### config.mk
export PLATFORM = sky130hd
export DESIGN_NAME = pwrsw_top
export DESIGN_NICKNAME = d
export VERILOG_FILES = /design/src/rtl/pwrsw_clkdiv.v /design/src/rtl/pwrsw_top.v
export VERILOG_INCLUDE_DIRS = /design/src /design/src/inc
export SDC_FILE = /design/constraint.sdc
export NUM_CORES = 1
export LEC_CHECK = 0
export ABC_AREA = 0
export ABC_CLOCK_PERIOD_IN_PS = 2050
export BUFFER_PORTS_ARGS = -buffer_cell sky130_fd_sc_hd__buf_4
export CAP_MARGIN = 5
export CORE_ASPECT_RATIO = 0.7
export CORE_UTILIZATION = 45
export CTS_CLUSTER_DIAMETER = 120
export DETAILED_ROUTE_END_ITERATION = 7
export MAX_ROUTING_LAYER = met4
export PLACE_DENSITY = 0.67
export SLEW_MARGIN = 20
export SYNTH_ARGS = -nofsm -noshare
export SYNTH_HDL_FRONTEND = slang
export SYNTH_HIERARCHICAL = 1
export SYNTH_SLANG_ARGS = --single-unit
### constraint.sdc
create_clock -name core_clk_i -period 2.05 [get_ports core_clk_i]
set_input_delay 0.5125 -clock core_clk_i [delete_from_list [all_inputs] [get_ports core_clk_i]]
set_output_delay 0.5125 -clock core_clk_i [all_outputs]
set_load 0.02 [all_outputs]
### src/inc/pwrsw_map.vh
`ifndef PWRSW_MAP_VH
`define PWRSW_MAP_VH
// register addresses on the special function register bus
`define PWRSW_ADDR_KEY      8'hC1
`define PWRSW_ADDR_PWRCTL   8'hC5
`define PWRSW_ADDR_IRQEN    8'hEC
`define PWRSW_ADDR_PERCFG   8'hF4
`define PWRSW_ADDR_SWCFG    8'hF5
`define PWRSW_ADDR_IRQFLAG  8'hF8
`define PWRSW_ADDR_PINCFG   8'hFF
// unlock value for the write key register
`define PWRSW_KEY_VALUE     8'hA7
// power control register fields
`define PWRSW_PC_METER_BIT  6
`define PWRSW_PC_HALT_BIT   4
`define PWRSW_PC_DIV_MSB    2
`define PWRSW_PC_DIV_LSB    0
`define PWRSW_PC_DIV_RST    3'h2
// writable power control bits; reserved 7, 5 and 3 stay zero
`define PWRSW_PC_WR_MASK    8'h57
// switchover config and status fields
`define PWRSW_SEL_RST       2'h0
`define PWRSW_SEL_VDD       2'h0
`define PWRSW_SEL_VDD_DCIN  2'h1
`define PWRSW_SEL_OFF_BIT   1
`define PWRSW_SRC_BIT       6
`define PWRSW_FLAG_SWO_BIT  1
`define PWRSW_FLAG_RST_BIT  7
`define PWRSW_PIN_MSB       4
`define PWRSW_PIN_LSB       2
`define PWRSW_PIN_FORCE     2'h1
// core clock generation, rates in kHz
`define PWRSW_SYS_KHZ       50000
`define PWRSW_BASE_KHZ      4096
`endif

### src/rtl/pwrsw_clkdiv.v
`timescale 1ns/1ps
`include "pwrsw_map.vh"
module pwrsw_clkdiv #(
  parameter SYS_KHZ  = `PWRSW_SYS_KHZ,
  parameter BASE_KHZ = `PWRSW_BASE_KHZ
) (
  input  wire       core_clk_i,
  input  wire       rstn_i,
  input  wire [2:0] div_sel_i,
  output reg        core_en_o
);
  reg  [16:0] acc_r;
  reg  [6:0]  cnt_r;
  wire [17:0] acc_sum = {1'b0, acc_r} + BASE_KHZ[17:0];
  wire        base_tick = (acc_sum >= SYS_KHZ[17:0]);
  wire [6:0]  div_mask = (7'h01 << div_sel_i) - 7'h01;

  // fractional accumulator: average base tick rate is exact, jitter of one cycle
  always @(posedge core_clk_i) begin
    if (!rstn_i) begin
      acc_r     <= 17'h0_0000;
      cnt_r     <= 7'h00;
      core_en_o <= 1'b0;
    end else begin
      acc_r     <= base_tick ? acc_sum[16:0] - SYS_KHZ[16:0] : acc_sum[16:0];
      core_en_o <= 1'b0;
      if (base_tick) begin
        cnt_r <= (cnt_r & div_mask) == div_mask ? 7'h00 : cnt_r + 7'h01;
        if ((cnt_r & div_mask) == div_mask)
          core_en_o <= 1'b1;
      end
    end
  end
endmodule // pwrsw_clkdiv

### src/rtl/pwrsw_top.v
`timescale 1ns/1ps
`include "pwrsw_map.vh"
module pwrsw_top (
  input  wire       core_clk_i,
  input  wire       rstn_i,
  input  wire [7:0] sfr_addr_i,
  input  wire       sfr_wr_i,
  input  wire       sfr_rd_i,
  input  wire [7:0] sfr_wdata_i,
  output reg  [7:0] sfr_rdata_o,
  input  wire       vdd_low_i,
  input  wire       dcin_low_i,
  input  wire       battery_force_pin_i,
  output wire       rail_main_o,
  output wire       rail_backup_o,
  output wire       meter_off_o,
  output wire       core_halt_o,
  output wire       core_clk_en_o,
  output wire       supply_irq_o
);
  reg  [7:0] power_control_r;
  reg        key_armed_r;
  reg  [1:0] switchover_select_r;
  reg  [2:0] pin_cfg_r;
  reg        irq_en_swo_r;
  reg        irq_en_rst_r;
  reg        switchover_flag_r;
  reg        supply_restored_flag_r;
  reg        on_backup_r;
  reg        on_backup_nxt;
  reg  [2:0] sync1_r;
  reg  [2:0] sync2_r;
  reg        force_d_r;
  reg  [7:0] rdata_nxt;

  // rail states of the switchover machine
  localparam RAIL_MAIN   = 1'b0;
  localparam RAIL_BACKUP = 1'b1;

  // write strobe decode, shared by every writable register
  function wr_hit;
    input       wr;
    input [7:0] addr;
    input [7:0] target;
    begin
      wr_hit = wr && (addr == target);
    end
  endfunction

  wire       wr_key     = wr_hit(sfr_wr_i, sfr_addr_i, `PWRSW_ADDR_KEY);
  wire       wr_pwr     = wr_hit(sfr_wr_i, sfr_addr_i, `PWRSW_ADDR_PWRCTL);
  wire       wr_flag    = wr_hit(sfr_wr_i, sfr_addr_i, `PWRSW_ADDR_IRQFLAG);
  wire       wr_swcfg   = wr_hit(sfr_wr_i, sfr_addr_i, `PWRSW_ADDR_SWCFG);
  wire       wr_pincfg  = wr_hit(sfr_wr_i, sfr_addr_i, `PWRSW_ADDR_PINCFG);
  wire       wr_irqen   = wr_hit(sfr_wr_i, sfr_addr_i, `PWRSW_ADDR_IRQEN);
  // synchronised comparator levels and force pin
  wire       vdd_low    = sync2_r[0];
  wire       dcin_low   = sync2_r[1];
  wire       force_s    = sync2_r[2];
  // force pin counts only when its pin config selects it
  wire       force_en   = (pin_cfg_r[1:0] == `PWRSW_PIN_FORCE);
  wire       force_rise = force_en && force_s && !force_d_r;
  wire       swo_off    = switchover_select_r[`PWRSW_SEL_OFF_BIT];
  // select 00 main low only, 01 adds dc sense
  wire       level_trig = vdd_low || (dcin_low && (switchover_select_r == `PWRSW_SEL_VDD_DCIN));
  // rail transitions, used to latch the event flags
  wire       enter_bkp  = !on_backup_r && on_backup_nxt;
  wire       leave_bkp  = on_backup_r && !on_backup_nxt;
  // interrupt sources, each gated by its own enable
  wire       irq_swo    = switchover_flag_r && irq_en_swo_r;
  wire       irq_rst    = supply_restored_flag_r && irq_en_rst_r;

  // sync inputs: first stage feeds only the second stage
  // limitation: pin pulses shorter than one clock may never be seen
  always @(posedge core_clk_i) begin
    if (!rstn_i) begin
      sync1_r   <= 3'h0;
      sync2_r   <= 3'h0;
      force_d_r <= 1'b0;
    end else begin
      sync1_r   <= {battery_force_pin_i, dcin_low_i, vdd_low_i};
      sync2_r   <= sync1_r;
      force_d_r <= sync2_r[2];
    end
  end

  // switchover decision; dc sense only enters as a level
  always @* begin
    on_backup_nxt = on_backup_r;
    case (on_backup_r)
      // force edge switches from main regardless of levels
      RAIL_MAIN: begin
        on_backup_nxt = level_trig || force_rise;
      end
      // stay on backup while any enabled trigger holds
      RAIL_BACKUP: begin
        on_backup_nxt = level_trig || (force_en && force_s);
      end
      default: begin
        on_backup_nxt = RAIL_MAIN;
      end
    endcase
    // disabled select pins the rail on main, overriding all triggers
    if (swo_off)
      on_backup_nxt = RAIL_MAIN;
  end

  // reset leaves automatic switchover armed with select 00
  always @(posedge core_clk_i) begin
    if (!rstn_i)
      on_backup_r <= 1'b0;
    else
      on_backup_r <= on_backup_nxt;
  end

  // one-hot rail select; no core reset on switching
  assign rail_main_o   = !on_backup_r;
  assign rail_backup_o = on_backup_r;
  // meter shutdown bit; forced off on backup
  assign meter_off_o   = power_control_r[`PWRSW_PC_METER_BIT] || on_backup_r;
  // halt only in battery run state
  assign core_halt_o   = power_control_r[`PWRSW_PC_HALT_BIT] && on_backup_r;
  // flags gated by enables onto one request line
  assign supply_irq_o  = irq_swo || irq_rst;

  // register writes, key sequencing and sticky flags
  always @(posedge core_clk_i) begin
    if (!rstn_i) begin
      // reserved bits zero; divider resets to 010
      power_control_r        <= {5'h00, `PWRSW_PC_DIV_RST};
      key_armed_r            <= 1'b0;
      switchover_select_r    <= `PWRSW_SEL_RST;
      pin_cfg_r              <= 3'h0;
      irq_en_swo_r           <= 1'b0;
      irq_en_rst_r           <= 1'b0;
      switchover_flag_r      <= 1'b0;
      supply_restored_flag_r <= 1'b0;
    end else begin
      // any access other than the key write disarms
      if (sfr_wr_i || sfr_rd_i)
        key_armed_r <= wr_key && (sfr_wdata_i == `PWRSW_KEY_VALUE);
      // keyed write; reserved bits masked off
      if (wr_pwr && key_armed_r)
        power_control_r <= sfr_wdata_i & `PWRSW_PC_WR_MASK;
      // plain config writes need no key
      if (wr_swcfg)
        switchover_select_r <= sfr_wdata_i[1:0];
      if (wr_pincfg)
        pin_cfg_r <= sfr_wdata_i[`PWRSW_PIN_MSB:`PWRSW_PIN_LSB];
      if (wr_irqen) begin
        irq_en_swo_r <= sfr_wdata_i[`PWRSW_FLAG_SWO_BIT];
        irq_en_rst_r <= sfr_wdata_i[`PWRSW_FLAG_RST_BIT];
      end
      // latch regardless of enable; set beats a write of 0
      if (enter_bkp)
        switchover_flag_r <= 1'b1;
      else if (wr_flag && !sfr_wdata_i[`PWRSW_FLAG_SWO_BIT])
        switchover_flag_r <= 1'b0;
      if (leave_bkp)
        supply_restored_flag_r <= 1'b1;
      else if (wr_flag && !sfr_wdata_i[`PWRSW_FLAG_RST_BIT])
        supply_restored_flag_r <= 1'b0;
    end
  end

  // read mux; key register is write only and reads zero
  // reads only disarm the key and leave the flags alone, so polling the flags is safe
  always @* begin
    rdata_nxt = 8'h00;
    case (sfr_addr_i)
      `PWRSW_ADDR_PWRCTL:  rdata_nxt = power_control_r;
      `PWRSW_ADDR_SWCFG:   rdata_nxt = {6'h00, switchover_select_r};
      `PWRSW_ADDR_PINCFG:  rdata_nxt = {3'h0, pin_cfg_r, 2'h0};
      `PWRSW_ADDR_IRQEN:   rdata_nxt = {irq_en_rst_r, 5'h00, irq_en_swo_r, 1'b0};
      `PWRSW_ADDR_IRQFLAG: rdata_nxt = {supply_restored_flag_r, 5'h00, switchover_flag_r, 1'b0};
      `PWRSW_ADDR_PERCFG:  rdata_nxt = {1'b0, !on_backup_r, 6'h00};
      default:             rdata_nxt = 8'h00;
    endcase
  end

  // read data registered, held until the next read
  always @(posedge core_clk_i) begin
    if (!rstn_i)
      sfr_rdata_o <= 8'h00;
    else if (sfr_rd_i)
      sfr_rdata_o <= rdata_nxt;
  end

  // core clock enable from the programmed divider
  pwrsw_clkdiv u_clkdiv (
    .core_clk_i (core_clk_i),
    .rstn_i     (rstn_i),
    .div_sel_i  (power_control_r[`PWRSW_PC_DIV_MSB:`PWRSW_PC_DIV_LSB]),
    .core_en_o  (core_clk_en_o)
  );
endmodule // pwrsw_top

* Yosys cells after proc, flatten, opt, wreduce, memory -nomap -nowiden
Cells that the tools add are included.
Operators by class: shift operators 1, bitwise operators 2, reduce and logical (&&, ||, !) cells 32, eq/ne operators 11, add/sub/neg operators 4, multiplexer cells 10, $lt $le $gt $ge 1
Operator list (number):
- $eq 8x8->1 const B | 8
- $pmux 8 s6 | 1
- $add 17x13->18 const B | 1
- $ge 18x16->1 const B | 1
- $logic_and 1x1->1 | 18
- $mux 17 | 1
- $sub 17x16->17 const B | 1
- $add 7x1->7 const B | 1
- $and 7x7->7 | 1
- $eq 7x7->1 | 1
- $mux 7 | 1
- $shl 1x3->7 const A | 1
- $sub 7x1->7 const B | 1
- $logic_or 1x1->1 | 6
- $mux 1 | 6
- $logic_not 1->1 | 5
- $eq 2x1->1 const B | 2
- $reduce_bool 2->1 | 2
- $pmux 1 s2 | 1
- $reduce_and 2->1 | 1
- $not 1->1 | 1
Storage, ports and cells: register bits after elaboration 56, output and inout port bits 14, input bits 23

* Longest topological paths before layout
depth after elaboration 9, depth in mapped cells 10

* Modules after synthesis
Netlist, hierarchy kept.
By module, submodules not included:
- pwrsw_top | area each 1332.5 µm², sequential area each 600.6 µm², times used 1, cells each 139
- pwrsw_clkdiv | area each 1232.4 µm², sequential area each 420.4 µm², times used 1, cells each 152

* Least setup slack after synthesis
OpenSTA, ideal clock, no wires.
kind register to register, start reg u_clkdiv.acc_r[12], end reg u_clkdiv.cnt_r[6], stages on the path, launching flop included 8, slack 0.103 ns, arrival time 1.874 ns, clock period less this slack 1.947 ns, path through dfxtp_1 -> ha_1 -> nand3_1 -> or3_4 -> o211ai_2 -> a21boi_2 -> or4b_1 -> a21oi_1
On the way: cells in the longest elaborated chain, start to end 2
RTL lines:
- start: declaration | RTL line pwrsw_clkdiv.v:12 | reg [16:0] acc_r;
- start signal: assignment | RTL line pwrsw_clkdiv.v:25 | acc_r <= base_tick ? acc_sum[16:0] - SYS_KHZ[16:0] : acc_sum[16:0];
- $add 17x13->18 | RTL line pwrsw_clkdiv.v:14 | wire [17:0] acc_sum = {1'b0, acc_r} + BASE_KHZ[17:0];
- $ge 18x16->1 | RTL line pwrsw_clkdiv.v:15 | wire base_tick = (acc_sum >= SYS_KHZ[17:0]);
- end signal: assignment | RTL line pwrsw_clkdiv.v:28 | cnt_r <= (cnt_r & div_mask) == div_mask ? 7'h00 : cnt_r + 7'h01;
- end: declaration | RTL line pwrsw_clkdiv.v:13 | reg [6:0] cnt_r;
Every way passes these cells. A chain may end at the register's enable or synchronous reset.

* Worst setup path after layout
start reg u_clkdiv.acc_r[12], end reg u_clkdiv.cnt_r[5]
Same word-level chain as after synthesis.

==> reports/metrics.csv <==
metric,value,unit
post-route-drc-count,0,
r2r_slack,0.007,ns
synthesis.area,2565,µm²
ys_async_sr_fraction,0,%
critPathRequiredTime,2.28,ns
ys_seq_area_share,39.80,%
io_buffers,35,
r2r-start,u_clkdiv/acc_r[12],
core-area,5368,µm²
cts_tree,done,
grt_use_total,22.26,%
slowest_delay,0.52,ns
synthFlopType,dfxtp_1,
grtUsageMet3,4.282,%
hold_viol,0,
fin_area,3213,µm²
rr_worst_depth,8,
hold_path_depth,2,
vias,2317,
utilization,59.86,%
ir_drop,0.3649,mV
syn_nets,319,
clock_skew,0.009528,ns
place.gp.congestion,0.8442,
wire_per_inst,15.27,µm
die_h,65.17,µm
clkSlewWorstSetupHoldPaths,0.09,ns
cts.htree.levels,2,
busiest_layer,met2,
synth_top_cell_by_area,dfxtp_1,
ant_nets,0,
synth-edff-count,0,
antenna_found_initial,0,
power_leakage,1.286,nW
first_pass_iters,4,
dp_hpwl,4511,µm
grt_max_degree,35,
cts_buffers,5,
syn_avg_cell_area,8.814,µm²
dpl_cell_area,2992,µm²
nets,373,
root_buffer,clkbuf_8,
place_worst_setup_slack,-0.08883,ns
yosysWarningCount,6,
clk_latency,0.30,ns
yosys-top-cells-area,"dfxtp_1 40%, a21oi_1 5.7%, mux2i_1 5.1%",
path_class,flip-flop to flip-flop,
grt_pass1_wl,10110,µm
cp_cell_sequence,ha_4 -> nand3_1 -> or3_4 -> o211ai_2 -> a21boi_4 -> buf_6 -> or4b_1 -> a21oi_2,
ys_types,58,
antennaDiodeCount,0,
hold_buffers,0,
fin_hold_ws,0.4147,ns
drtIter0Drc,159,
first_global_vias,2147,
die_x,92.24,µm
fin_total_pwr,1.776,mW
setup_slack,0.007175,ns
path_delay_family,simple AND/OR/NAND/NOR gates,
post_route_cells_drive_above_1_share,26.59,%
hold_start,battery_force_pin_i,
cp.arrival,2.28,ns
crit_buf_inv,1,
syn2layout_area_growth,25.27,%
dieArea,6010,µm²
hold_class,input port to flip-flop,
cts_buffer_depth,2,
use_met1,31.70,%
maxCapViolCount,0,
clock_sinks,51,
initial_core_util,47.79,%
clock.fmax,0.4895,GHz
nFillCells,497,
critPathLaunchType,flip-flop,
period_share,99.65,%
worst_setup_path_end_kind,flip-flop,
outcome,"complete, no violations",
io_pins,37,
rsz0062_at_grt,yes,
whs_endpoint,sync1_r[2],
netlist_instances,291,
use_met2,31.90,%
rows,22,
critPathSlowestCell,or4b_1,
routed_wl,6381,µm
finalSetupViolCount,0,
powerDensity,552.7,nW/µm²
fin_crit,2.043,ns
timing.rr.end,u_clkdiv/cnt_r[5],
ys_ff_latch,51,
viasPerCell,5.543,
drv_slew,0,
synth_top_area_share,39.80,%
gr-total-overflow,0,
path_max_fanout,6,
[worst max path at each step]
stage | start | to | cells past startpoint
after global placement | u_clkdiv/acc_r[12] | u_clkdiv/cnt_r[5] | 8
after CTS | u_clkdiv/acc_r[12] | u_clkdiv/cnt_r[6] | 8
after detailed placement | u_clkdiv/acc_r[12] | u_clkdiv/cnt_r[5] | 8
final | u_clkdiv/acc_r[12] | u_clkdiv/cnt_r[5] | 8
after global routing | u_clkdiv/acc_r[4] | u_clkdiv/cnt_r[5] | 9
after floorplan | u_clkdiv/acc_r[12] | u_clkdiv/cnt_r[6] | 7
[layout by cell type (no fill, tap or decap), types with 3 or more instances in the layout]
cell,n
nand3b_1,3
dfxtp_1,45
nor3b_1,3
clkbuf_8,5
or3_1,9
and3_1,3
o211ai_1,3
o21ai_0,23
a21oi_1,26
nand4_1,6
dfxtp_2,5
clkinv_2,3
nand2_1,12
mux2i_1,13
o21ai_1,3
buf_4,54
a31oi_1,3
a22oi_1,5
and2_1,12
o21a_1,4
o21bai_1,3
inv_1,7
xnor2_1,4
a21boi_0,3
nor2b_1,13
nand3_1,8
a21oi_2,3
nand2b_1,5
nor2_1,9
[routing by layer]
layer  part of all wire (%)  wire, µm
met5                      0         0
met3                    4.5       290
met4                   0.36        23
met1                     51      3274
met2                     44      2793
[kinds of logic (layout without fill, tap and decap cells)]
| kind of cell | count (synthesis) | in the layout | share of synthesized area [%] |
|---|---|---|---|
| buf+inv | 19 | 74 | 3.122 |
| simple gates | 107 | 107 | 26.44 |
| xor+xnor | 4 | 4 | 1.366 |
| other cells | 1 | 1 | 0.1462 |
| fa+ha+maj | 5 | 5 | 2.439 |
| compound gates | 91 | 91 | 21.61 |
| flops | 51 | 51 | 39.80 |
| mux | 13 | 13 | 5.073 |
[worst register-to-register path, delay by kind of cell, from the launching register on]
family | cells | cell delay (ns)
adders and majority gates | 1 | 0.15
DFF | 1 | 0.38
buffers and inverters | 1 | 0.14
AOI/OAI and AO/OA | 3 | 0.32
and+or+nand+nor | 3 | 0.98
[where the power goes]
part	total [mW]	switching [mW]	internal (mW)
clock network	0.561	0.326	0.234
logic	0.187	0.0975	0.0896
registers	1.03	0.0172	1.01
total	1.78	0.441	1.33
[metrics by stage]
step	cells	setup TNS (ns)
after floorplan	291	0
after global placement	404	0
after detailed placement	404	-0.2237
after CTS	413	0
after global routing	418	-0.1473
final	418	0
[registers in the layout, indices dropped and copies added, names as in the netlist]
name	cells
sfr_rdata_o	7
u_clkdiv/acc_r	13
sync2_r	3
key_armed_r	1
u_clkdiv/core_en_o	1
supply_restored_flag_r	1
switchover_flag_r	1
sync1_r	3
force_d_r	1
irq_en_swo_r	1
switchover_select_r	2
power_control_r	5
irq_en_rst_r	1
u_clkdiv/cnt_r	7
pin_cfg_r	3
rail_backup_o	1
[layout make-up]
class,count,area (µm²),area share [%]
Multi-Input combinational cell,221,1539,47.90
Sequential cell,51,1031,32.09
Timing Repair Buffer,57,432.9,13.47
Tap cell,72,90.09,2.804
Clock buffer,5,68.82,2.142
Inverter,9,36.28,1.129
Clock inverter,3,15.01,0.4673
[cell usage after synthesis, drive strengths merged, types with 4 or more instances]
cell type and count:
nand4 7, o21a 4, nand2b 6, and3 4, nand2 12, inv 8, nor2b 13, a22oi 5
xnor2 4, clkbuf 7, nor2 9, o21ai 27, nand3 8, and2 12, o211ai 4, ha 5
or3 10, a21oi 29, mux2i 13, dfxtp 51, a21boi 5
[timing repair]
action                                  CTS  global route
endpoints found under the setup margin    3            10
pin swaps                                 2             9
hold endpoints to repair                  0             0
setup buffers                             1             3
resized for setup                         5            23
cloned                                    0             2
No activity file was read; power rests on OpenSTA's default activity.
